### src/hw/uarx_pkg.sv
package uarx_pkg;
	// Oversampling ratios per bit.
	localparam int unsigned UARX_OSR_NORMAL = 16;
	localparam int unsigned UARX_OSR_DOUBLE = 8;
	// First of the three centre samples (middle is +1, last is +2).
	localparam logic [3:0] UARX_SF_NORMAL = 4'h8;
	localparam logic [3:0] UARX_SF_DOUBLE = 4'h4;
	// Frame length limits for data plus parity bits.
	localparam logic [3:0] UARX_BITS_MIN = 4'h5;
	localparam logic [3:0] UARX_BITS_MAX = 4'hA;
	localparam logic [3:0] UARX_BITS_RST = 4'h8;
	// Receiver states, Gray coded along hunt, start, data, stop.
	typedef enum logic [1:0] {
		UARX_HUNT = 2'b00,
		UARX_START = 2'b01,
		UARX_DATA = 2'b11,
		UARX_STOP = 2'b10
	} uarx_state_e;
endpackage : uarx_pkg

### src/hw/uarx_recovery.sv
`timescale 1ns/1ps
`default_nettype none
// Function
// Sample the line 16 times per bit, or 8 times in double speed.
// Start detection begins on a high to low edge; first low is sample one.
// Qualify the start with samples 8,9,10 or 4,5,6 in double speed.
// A majority high start is noise; resume hunting for a falling edge.
// A valid start aligns bit timing; realign for every start bit.
// Per-bit state counter of 16 or 8 states numbers each sample.
// Each bit is the majority of its three centre samples.
// Recover bits through the first stop bit; ignore further stop bits.
// Vote the stop bit too; a zero stop bit raises the frame error flag.
// Hunt again right after the last voting sample of the stop bit.
// Accept five to ten data plus parity bits.
// The transmitter keeps its rate inside the accepted ratio band.
// Each end should use at most half the total rate error budget.
// Disabling the receiver abandons any frame at once.
// A start is only taken when the preceding sample was high.
module uarx_recovery #(
	parameter int unsigned MAX_BITS = 10
) (
	input wire logic clk,
	input wire logic sys_rst,
	input wire logic rx_enable,
	input wire logic double_speed_select,
	input wire logic sample_tick,
	input wire logic serial_in,
	input wire logic [3:0] frame_bits,
	output logic [MAX_BITS-1:0] rx_data,
	output logic frame_error_flag,
	output logic frame_valid,
	output logic rx_busy
);
	import uarx_pkg::*;

	// Two of three vote, used for the start bit and every frame bit.
	function automatic logic uarx_vote(input logic [2:0] s);
		uarx_vote = (s[0] & s[1]) | (s[0] & s[2]) | (s[1] & s[2]);
	endfunction : uarx_vote

	uarx_state_e state_reg, state_next;
	logic [3:0] phase_reg, phase_next;
	logic [3:0] bitcnt_reg, bitcnt_next;
	logic [3:0] nbits_reg, nbits_next;
	logic [2:0] vote_reg, vote_next;
	logic prev_reg, prev_next;
	logic [MAX_BITS-1:0] shift_reg, shift_next;
	logic [MAX_BITS-1:0] data_reg, data_next;
	logic fe_reg, fe_next;
	logic valid_reg, valid_next;
	logic busy_reg, busy_next;

	logic [3:0] sf;
	logic [3:0] last_phase;
	logic bit_done;

	// The mode picks the first centre sample and the last state of a bit.
	assign sf = double_speed_select ? UARX_SF_DOUBLE : UARX_SF_NORMAL;
	// State sixteen of a normal-mode bit is held as 0 in four bits, so the last state
	// is the ratio itself, cut to four bits on purpose.
	assign last_phase = double_speed_select ? 4'(UARX_OSR_DOUBLE) :
		4'(UARX_OSR_NORMAL);
	// A bit is decided as soon as its third centre sample is in.
	assign bit_done = sample_tick && (phase_reg == sf + 4'h2);

	// Next-state logic. Samples are only taken on sample_tick, which runs
	// at 16x or 8x the baud depending on the mode; the divider lives outside.
	always_comb begin
		state_next = state_reg;
		phase_next = phase_reg;
		bitcnt_next = bitcnt_reg;
		nbits_next = nbits_reg;
		vote_next = vote_reg;
		prev_next = prev_reg;
		shift_next = shift_reg;
		data_next = data_reg;
		fe_next = fe_reg;
		valid_next = 1'b0;
		busy_next = (state_reg != UARX_HUNT);
		// The tick's accuracy is this end's share of the rate error budget; keep it within half.
		if (sample_tick) begin
			prev_next = serial_in;
		end
		// Collect centre samples into the vote window.
		if (sample_tick && phase_reg >= sf && phase_reg <= sf + 4'h2) begin
			vote_next = {vote_reg[1:0], serial_in};
		end
		case (state_reg)
			UARX_HUNT: begin
				if (sample_tick && prev_reg && !serial_in) begin
					state_next = UARX_START;
					phase_next = 4'h2;
					bitcnt_next = 4'h0;
					// Clamp the frame size so a bad setting cannot hang.
					if (frame_bits < UARX_BITS_MIN) begin
						nbits_next = UARX_BITS_MIN;
					end else if (frame_bits > 4'(MAX_BITS)) begin
						nbits_next = 4'(MAX_BITS);
					end else begin
						nbits_next = frame_bits;
					end
				end
			end
			UARX_START: begin
				if (bit_done) begin
					if (uarx_vote({vote_reg[1:0], serial_in})) begin
						state_next = UARX_HUNT;
					end else begin
						state_next = UARX_DATA;
					end
				end
			end
			UARX_DATA: begin
				if (bit_done) begin
					// LSB first: shift in from the top, then right-justify at the end.
					shift_next = {uarx_vote({vote_reg[1:0], serial_in}),
						shift_reg[MAX_BITS-1:1]};
					bitcnt_next = bitcnt_reg + 4'h1;
					if (bitcnt_reg + 4'h1 == nbits_reg) begin
						state_next = UARX_STOP;
					end
				end
			end
			UARX_STOP: begin
				if (bit_done) begin
					// Returning straight to hunt lets a start follow the vote.
					state_next = UARX_HUNT;
					fe_next = !uarx_vote({vote_reg[1:0], serial_in});
					data_next = shift_reg >> (4'(MAX_BITS) - nbits_reg);
					valid_next = 1'b1;
				end
			end
			default: begin
				state_next = UARX_HUNT;
			end
		endcase
		// Phase counter wraps at the mode's last state; the start edge realigns it.
		if (sample_tick && state_reg != UARX_HUNT) begin
			phase_next = (phase_reg == last_phase) ? 4'h1 : phase_reg + 4'h1;
		end
		// Disabling drops the frame at once; hold idle so a stale low is no start.
		if (!rx_enable) begin
			state_next = UARX_HUNT;
			prev_next = 1'b0;
			valid_next = 1'b0;
		end
	end

	// State registers.
	always_ff @(posedge clk or posedge sys_rst) begin
		if (sys_rst) begin
			state_reg <= UARX_HUNT;
			phase_reg <= 4'h0;
			bitcnt_reg <= 4'h0;
			nbits_reg <= UARX_BITS_RST;
			vote_reg <= 3'h7;
			prev_reg <= 1'b0;
			shift_reg <= '0;
			data_reg <= '0;
			fe_reg <= 1'b0;
			valid_reg <= 1'b0;
			busy_reg <= 1'b0;
		end else begin
			state_reg <= state_next;
			phase_reg <= phase_next;
			bitcnt_reg <= bitcnt_next;
			nbits_reg <= nbits_next;
			vote_reg <= vote_next;
			prev_reg <= prev_next;
			shift_reg <= shift_next;
			data_reg <= data_next;
			fe_reg <= fe_next;
			valid_reg <= valid_next;
			busy_reg <= busy_next;
		end
	end

	assign rx_data = data_reg;
	assign frame_error_flag = fe_reg;
	assign frame_valid = valid_reg;
	assign rx_busy = busy_reg;
endmodule : uarx_recovery
`default_nettype wire

### config.mk
export PLATFORM = sky130hd
export DESIGN_NAME = uarx_recovery
export DESIGN_NICKNAME = d
export VERILOG_FILES = /design/src/hw/uarx_pkg.sv /design/src/hw/uarx_recovery.sv
export SDC_FILE = /design/constraint.sdc
export NUM_CORES = 1
export LEC_CHECK = 0
export CORE_MARGIN = 4
export CORE_UTILIZATION = 55
export CTS_CLUSTER_DIAMETER = 200
export DETAILED_ROUTE_END_ITERATION = 16
export DONT_BUFFER_PORTS = 1
export PLACE_DENSITY = 0.78
export SYNTH_ARGS = -nofsm -noshare
export SYNTH_HDL_FRONTEND = slang
export SYNTH_SLANG_ARGS = --single-unit
### constraint.sdc
create_clock -name clk -period 2.45 [get_ports clk]
set_input_delay 0.245 -clock clk [delete_from_list [all_inputs] [get_ports clk]]
set_output_delay 0.245 -clock clk [all_outputs]
set_load 0.02 [all_outputs]
; ---- Word-level counts from Yosys, hierarchy flattened
; Index checks and enable logic that the tools add are counted.
; Widths: inputs -> output; s select.
[totals]
ff_bits = 40
latch_bits = 0
mem_bits_rw = 0
romBits = 0
inputBits = 10
output_inout_bits = 13
word_cells = 82
n_memories = 0
[classes]
n_addsub = 4
multipliers = 0
n_div = 0
n_lt_le_gt_ge = 4
eq_ne = 14
shift = 1
n_mux = 24
bitwise = 5
n_reduce_logical = 19
[ops]
columns = operator, n
row1 = $mux 4, 10
row2 = $ne 3x3->1 const B, 5
row3 = $mux 2, 7
row4 = $eq 4x4->1, 3
row5 = $shr 10x4->10, 1
row6 = $add 4x1->4 const B, 2
row7 = $pmux 2 s4, 1
row8 = $pmux 4 s2, 1
row9 = $reduce_and 2->1, 4
row10 = $reduce_bool 2->1, 4
row11 = $logic_and 1x1->1, 6
row12 = $mux 1, 5
row13 = $reduce_and 5->1, 1
row14 = $add 4x2->4 const B, 1
row15 = $eq 2x2->1 const B, 2
row16 = $ge 4x4->1, 1
row17 = $gt 4x4->1 const B, 1
row18 = $le 4x4->1, 1
row19 = $lt 4x3->1 const B, 1
row20 = $ne 2x2->1 const B, 2
row21 = $sub 4x4->4 const A, 1
row22 = $and 1x1->1, 3
row23 = $reduce_and 3->1, 1
row24 = $eq 2x1->1 const B, 1
row25 = 4 further kinds, 6

; ---- Depth between registers and ports, before layout
; Gate-level depths: netlist of run 1.
[depth]
ltp_word = 7
depth_mapped = 8
ltp_nobuf = 7

; ---- Worst setup path after synthesis of run 1
; OpenSTA, ideal clock, no wires.
[synth_timing]
path_type = reg2reg
startpoint = register phase_reg[2]
endpoint = register state_reg[0]
setup_time_ns = 0.133
arrival_time_ns = 1.789
t_required_ns = 2.317
setup_slack_ns = 0.529
stages_incl_launch_ff = 7
path_buffers = 0
period_less_slack_ns = 1.921
path_cell_list = dfrtp_1 ha_1 nand2_1 or3_4 o41ai_2 o211ai_1 mux2i_1
[synth_via]
elab_chain_len = 4
elab_cells_between_ends = 6
classes_between = eq/ne (4) / reduce/logical (2)
[synth_rtl]
columns = element, line_no
row1 = from (decl), uarx_recovery.sv:42  ; logic [3:0] phase_reg, phase_next;
row2 = from (signal assigned), uarx_recovery.sv:165  ; phase_reg <= phase_next;
row3 = $eq 4x4->1 (*), uarx_recovery.sv:64  ; assign bit_done = sample_tick && (phase_reg == sf + 4'h2);
row4 = $logic_and 1x1->1 (*), uarx_recovery.sv:64
row5 = $ne 3x3->1 (no source line), --
row6 = $reduce_and 5->1 (no source line) (*), --
row7 = to (signal assigned), uarx_recovery.sv:164  ; state_reg <= state_next;
row8 = to (decl), uarx_recovery.sv:41  ; uarx_state_e state_reg, state_next;
; Every way passes the cells marked *; elsewhere a longest branch is shown, timed or not.
; A chain may end at the register's enable or synchronous reset.

; ---- Final worst setup path of run 1
[layout_timing]
startpoint = register phase_reg[2]
endpoint = register state_reg[1]
; The elaborated chain is that of the path after synthesis.

==> impl_metrics.tcl, run 1 <==
set metrics [dict create \
    outcome "completed" \
    seqPwrFrac 0.432 \
    grt_max_degree 41 \
    final.setup.tns_ns 0 \
    min_path_cells 1 \
    min_period_over_period 0.869 \
    mostFrequentLayoutCells "37 x dfrtp_1, 33 x nand2_1, 23 x o21ai_0" \
    synth_compound_area_frac 0.134 \
    critPathLaunchType "flip-flop" \
    p_leak_uw 0.00108 \
    dr_wl_met3_um 282 \
    synth_top_family_by_area "multiplexers" \
    clock_skew_ns 0.00445 \
    peakVddDrop_v 0.000375 \
    regToRegStartpoint "phase_reg[2]" \
    max_freq_mhz 470 \
    n_fill_cell 298 \
    start_util 0.590 \
    grt_setup_unrepaired "no" \
    hold_start "frame_bits[3]" \
    dieHeight_um 71.8 \
    top_layer_used "met4" \
    p_sw_uw 714 \
    synth-adder-area-share 0.0659 \
    min_path_type "input pin to flip-flop" \
    synth_area_um2 2240 \
    setup_viol_count_final 0 \
    final_nets 249 \
    grt_pass1_vias 1572 \
    p_per_area_nw_per_um2 834 \
    synth_mux_area_frac 0.161 \
    clkTransAtPathRegs_ns 0.07 \
    final_common_cell "dfrtp_1" \
    area_delta_synth_final_pct 8.21 \
    clkPwrFrac 0.221 \
    insertion_delay_ns 0.29 \
    die_area_um2 5160 \
    avgRoutedWirePerCell_um 15.1 \
    antenna_found_initial 0 \
    grt_pass1_wl_um 7230 \
    synth_xor_area_frac 0.0352 \
    gr-total-overflow 0 \
    clock-root-buffer "clkbuf_8" \
    pwr-share-comb 0.347 \
    dr.pass1.iters 4 \
    multiInputGateArea_um2 1180 \
    tightest_slew_ns 0.543 \
    period_needed_ns 2.13 \
    yosysSeqAreaShare 0.449 \
    r2r_end "state_reg[1]" \
    crit_arrival_ns 2.33 \
    crit_type "flip-flop to flip-flop" \
    ys_ff_latch 40 \
    antenna_left 0 \
    reg2regPathDepth 6 \
    drive_gt1_frac 0.170 \
    postLayoutCoreUtil 0.638 \
    finalMaxSlewViolations 0 \
    cts_max_level 2 \
    via_per_inst 5.75 \
    rows 22 \
    cts.sinks 40 \
    wl_um 4200 \
    post-route-drc-count 0 \
    dpl.hpwl_um 3140 \
    maxCapViolCount 0 \
    grtUsageTotal 0.177 \
    coreArea_um2 3800 \
    cts_buffer_depth 2 \
    port_buffers 0 \
    avgSynthCellArea_um2 10.2 \
    synth_cell_types 32 \
    wl_met1_um 1970 \
    routed-wl-met2_um 1890 \
    synth_nets 240 \
    cts-resized-gates 0 \
    via_count 1594 \
    swShare 0.353 \
    cts-buffers-inserted 5 \
    ys_warn_count 0 \
    crit_path_end_kind "flip-flop" \
    diodes 0 \
    regArea_um2 1000 \
    p_int_uw 1310 \
    yosys.area_share.simple 0.130 \
    synth_cells 219 \
    dr.first_iter.drc_count 127 \
    place_congestion 0.799 \
    cts_tree "done" \
    critical_path_peak_fanout 6 \
    min_to "nbits_reg[2]" \
    die_w_um 71.8 \
    hold_viol_final 0 \
    reg2reg_setup_slack_ns 0.32 \
    cp.required_ns 2.66 \
    slew_headroom 0.635 \
    boundaryPins 23 \
]
-- power groups by stage --
stage / Clock [uW] / Sequential, uW / Combinational [uW]
2_1_floorplan: 0 / 859 / 561
3_3_place_gp: 0 / 881 / 680
3_5_place_dp: 0 / 889 / 699
4_1_cts: 456 / 875 / 704
5_1_grt: 483 / 890 / 793
6_report: 447 / 873 / 701
-- worst max path at each step --
stage | start | to | slack (ns) | depth (start not counted)
CTS | phase_reg[2] | state_reg[1] | 0.29 | 6
finish | phase_reg[2] | state_reg[1] | 0.32 | 6
global placement | nbits_reg[1] | rx_data[1] | 0.43 | 7
detailed placement | phase_reg[2] | state_reg[1] | 0.33 | 6
floorplan | phase_reg[2] | state_reg[0] | 0.53 | 6
global route | nbits_reg[1] | rx_data[1] | 0.18 | 7
-- final cells by class --
type | count | share of cell area
multi-input combinational | 164 | 0.485
sequential | 40 | 0.415
clock buffer | 8 | 0.0372
tap | 48 | 0.0248
timing repair buffer | 7 | 0.0227
inverter | 10 | 0.0155
-- metal layers --
metal / GRT usage / up-vias
met2: 0.278 / 43
met5: 0 / -
li1: - / 796
met3: 0.0505 / 5
met4: 0.0501 / 0
met1: 0.240 / 750
-- Yosys cell counts --
| library cell | instances | area share |
|---|---|---|
| o31ai_1 | 5 | 0.017 |
| nand2_1 | 33 | 0.055 |
| a21oi_1 | 14 | 0.031 |
| a31oi_1 | 1 | 0.0028 |
| mux4_2 | 3 | 0.030 |
| nor3b_1 | 2 | 0.0067 |
| xnor2_1 | 7 | 0.027 |
| nor3_2 | 1 | 0.0045 |
| nand3_1 | 7 | 0.016 |
| ha_1 | 11 | 0.061 |
| inv_1 | 10 | 0.017 |
| o41ai_2 | 1 | 0.0073 |
| and3_1 | 1 | 0.0028 |
| clkbuf_1 | 3 | 0.0050 |
| maj3_1 | 1 | 0.0045 |
| o21a_1 | 2 | 0.0067 |
| mux2_2 | 18 | 0.091 |
| a22o_1 | 1 | 0.0039 |
| o211ai_1 | 2 | 0.0067 |
| xor2_1 | 2 | 0.0078 |
| dfrtp_1 | 37 | 0.41 |
| nor2b_1 | 5 | 0.014 |
| a21boi_0 | 1 | 0.0034 |
| o21ai_0 | 23 | 0.051 |
| buf_2 | 2 | 0.0045 |
| a211oi_1 | 1 | 0.0034 |
| dfstp_2 | 3 | 0.035 |
| nand2b_1 | 2 | 0.0056 |
| nand3b_1 | 2 | 0.0067 |
| nor2_1 | 8 | 0.013 |
| or3_4 | 1 | 0.0050 |
| mux2i_1 | 9 | 0.040 |
-- metrics by stage --
step,cells,hold slack (ns),power [uW],area (um^2),setup WS [ns]
floorplan,219,0.349,1420,2240,0.529
global placement,268,0.286,1560,2320,0.425
detailed placement,268,0.286,1590,2320,0.335
CTS,277,0.0454,2040,2420,0.289
global route,277,0.0478,2170,2420,0.185
finish,277,0.0502,2020,2420,0.322
-- cells by family (layout without fill, tap and decap cells) --
| logic type | after synthesis | count (layout) |
|---|---|---|
| AO/OA/AOI/OAI | 51 | 51 |
| XOR/XNOR | 9 | 9 |
| adder cells (fa/ha/maj) | 12 | 12 |
| buffers and inverters | 15 | 25 |
| flip-flops | 40 | 40 |
| multiplexers | 30 | 30 |
| AND/OR/NAND/NOR | 62 | 62 |
-- critical path, stage by stage (launching register included) --
cell and delay [ns]:
dfrtp_1 0.43, ha_1 0.32, nand2_1 0.09, or3_4 0.40
o41ai_2 0.36, o211ai_1 0.22, mux2i_1 0.22
-- timing repair --
item | 4_1_cts | 5_1_grt
hold buffers | 1 | 0
endpoints found under the hold margin | 37 | 0
buffers inserted | 0 | 0
endpoints found under the setup margin | 0 | 0
Note: power is estimated with default switching activity, not from simulation.
==> run 2, diff against run 1 <==
CAP_MARGIN = 20   (was unset)
CTS_BUF_LIST = sky130_fd_sc_hd__clkbuf_8   (was unset)
RECOVER_POWER = 50   (was unset)
==> run 2 against run 1 <==
Via count is 0.25% lower. Die area stayed put. Clock skew hardly changed. Combinational power hardly changed. Flip-flop and latch count stayed put. Critical path depth stayed put. Global-route usage stayed put. Register-to-register slack hardly changed. Count of clock-buffer cells in the layout is 2 lower.
==> impl_metrics.tcl, run 2 (synthesized netlist as in run 1, its figures left out) <==
set metrics [dict create \
    outcome "completed" \
    boundaryPins 23 \
    dieHeight_um 71.8 \
    port_buffers 0 \
    die_area_um2 5160 \
    p_per_area_nw_per_um2 831 \
    critical_path_peak_fanout 6 \
    path_delay_family "compound AO/OA/AOI/OAI gates" \
    grt_max_degree 41 \
    n_fill_cell 299 \
    tightest_slew_ns 0.958 \
    cts-buffers-inserted 5 \
    worst-path-buf-inv 0 \
    dr.pass1.iters 4 \
    rows 22 \
    crit_arrival_ns 2.33 \
    slew_headroom 0.361 \
    hold_viol_final 0 \
    dr_wl_met3_um 266 \
    crit_path_end_kind "flip-flop" \
    grt_setup_unrepaired "no" \
    maxCapViolCount 0 \
    place_ws_ns 0.335 \
    cts_max_level 2 \
    die_w_um 71.8 \
    routed-wl-met2_um 1900 \
    gr-total-overflow 0 \
    max_freq_mhz 470 \
    final_common_cell "dfrtp_1" \
    grt_pass1_vias 1572 \
    worst_path_max_delay_cell "dfrtp_1" \
    cp.required_ns 2.66 \
    final.setup.tns_ns 0 \
    cts_buffer_depth 2 \
    min_path_cells 1 \
    antenna_left 0 \
    area_delta_synth_final_pct 8.10 \
    avgRoutedWirePerCell_um 15.1 \
    crit_type "flip-flop to flip-flop" \
    peakVddDrop_v 0.000375 \
    design_power_total_uw 2010 \
    critPathMaxStageDelay_ns 0.43 \
    crit_path_cell_trace "ha_1, nand2_1, or3_4, o41ai_2, o211ai_1, mux2i_1" \
    mostFrequentLayoutCells "37 x dfrtp_1, 33 x nand2_1, 23 x o21ai_0" \
    clock_skew_ns 0.00459 \
    regToRegStartpoint "phase_reg[2]" \
    wl_um 4190 \
    wl_met1_um 1980 \
    antenna_found_initial 0 \
    place_congestion 0.799 \
    dr.first_iter.drc_count 127 \
    grtUsageTotal 0.177 \
    drive_gt1_frac 0.170 \
    cts_setup_buffers 0 \
    period_needed_ns 2.13 \
    cts.sinks 40 \
    p_leak_uw 0.00109 \
    min_period_over_period 0.868 \
    finalMaxSlewViolations 0 \
    min_to "nbits_reg[2]" \
    grt_pass1_wl_um 7230 \
    via_count 1590 \
    worst_slack_ns 0.322 \
    cts_tree "done" \
    dpl.hpwl_um 3140 \
    multiInputGateArea_um2 1180 \
    cts-resized-gates 0 \
    regArea_um2 1000 \
    top_layer_used "met4" \
    clkTransAtPathRegs_ns 0.07 \
    start_util 0.590 \
    insertion_delay_ns 0.29 \
    post-route-drc-count 0 \
    min_path_type "input pin to flip-flop" \
    clock-root-buffer "clkbuf_8" \
    final_nets 249 \
    cts_hold_buf 1 \
    reg2regPathDepth 6 \
    coreArea_um2 3800 \
    r2r_end "state_reg[1]" \
    reg2reg_setup_slack_ns 0.32 \
    setup_viol_count_final 0 \
    hold_ws_ns 0.0500 \
    via_per_inst 5.74 \
    diodes 0 \
    hold_start "frame_bits[3]" \
    critPathLaunchType "flip-flop" \
]
-- run 2: cell count changes in the layout (fill, tap and decap cells not counted) --
cell      change
clkbuf_2      +1
clkbuf_1      -2
inv_1         +2
buf_4         -1
-- run 2: worst max-delay path by stage --
stage                 start      endpoint  cells past startpoint
6_report       phase_reg[2]  state_reg[1]                      6
3_3_place_gp   nbits_reg[1]    rx_data[1]                      7
5_1_grt        nbits_reg[1]    rx_data[1]                      7
3_5_place_dp   phase_reg[2]  state_reg[1]                      6
4_1_cts        phase_reg[2]  state_reg[1]                      6
2_1_floorplan  phase_reg[2]  state_reg[0]                      6
-- run 2: per-layer routing --
metal / vias up / track usage
met1: 745 / 0.240
met2: 43 / 0.278
met3: 5 / 0.0505
met5: - / 0
li1: 797 / -
met4: 0 / 0.0501
-- run 2: metrics by stage --
| stage | std cells | utilization | cell area (um^2) |
|---|---|---|---|
| after floorplan | 219 | - | 2240 |
| after detailed placement | 268 | 0.612 | 2320 |
| final | 277 | 0.637 | 2420 |
| after global placement | 268 | 0.612 | 2320 |
| after global routing | 277 | 0.637 | 2420 |
| after CTS | 277 | 0.638 | 2420 |
-- run 2: power by group --
group          internal [uW]  leakage, uW  switching [uW]
Clock                    221    0.0000538             218
Combinational            312     0.000496             389
Sequential               765     0.000537             108
Total                   1300      0.00109             714
-- run 2: cell type report --
class | instances | area share
Multi-Input combinational cell | 164 | 0.486
Sequential cell | 40 | 0.415
Clock buffer | 6 | 0.0341
Tap cell | 48 | 0.0248
Timing Repair Buffer | 7 | 0.0217
Inverter | 10 | 0.0155
Clock inverter | 2 | 0.00310
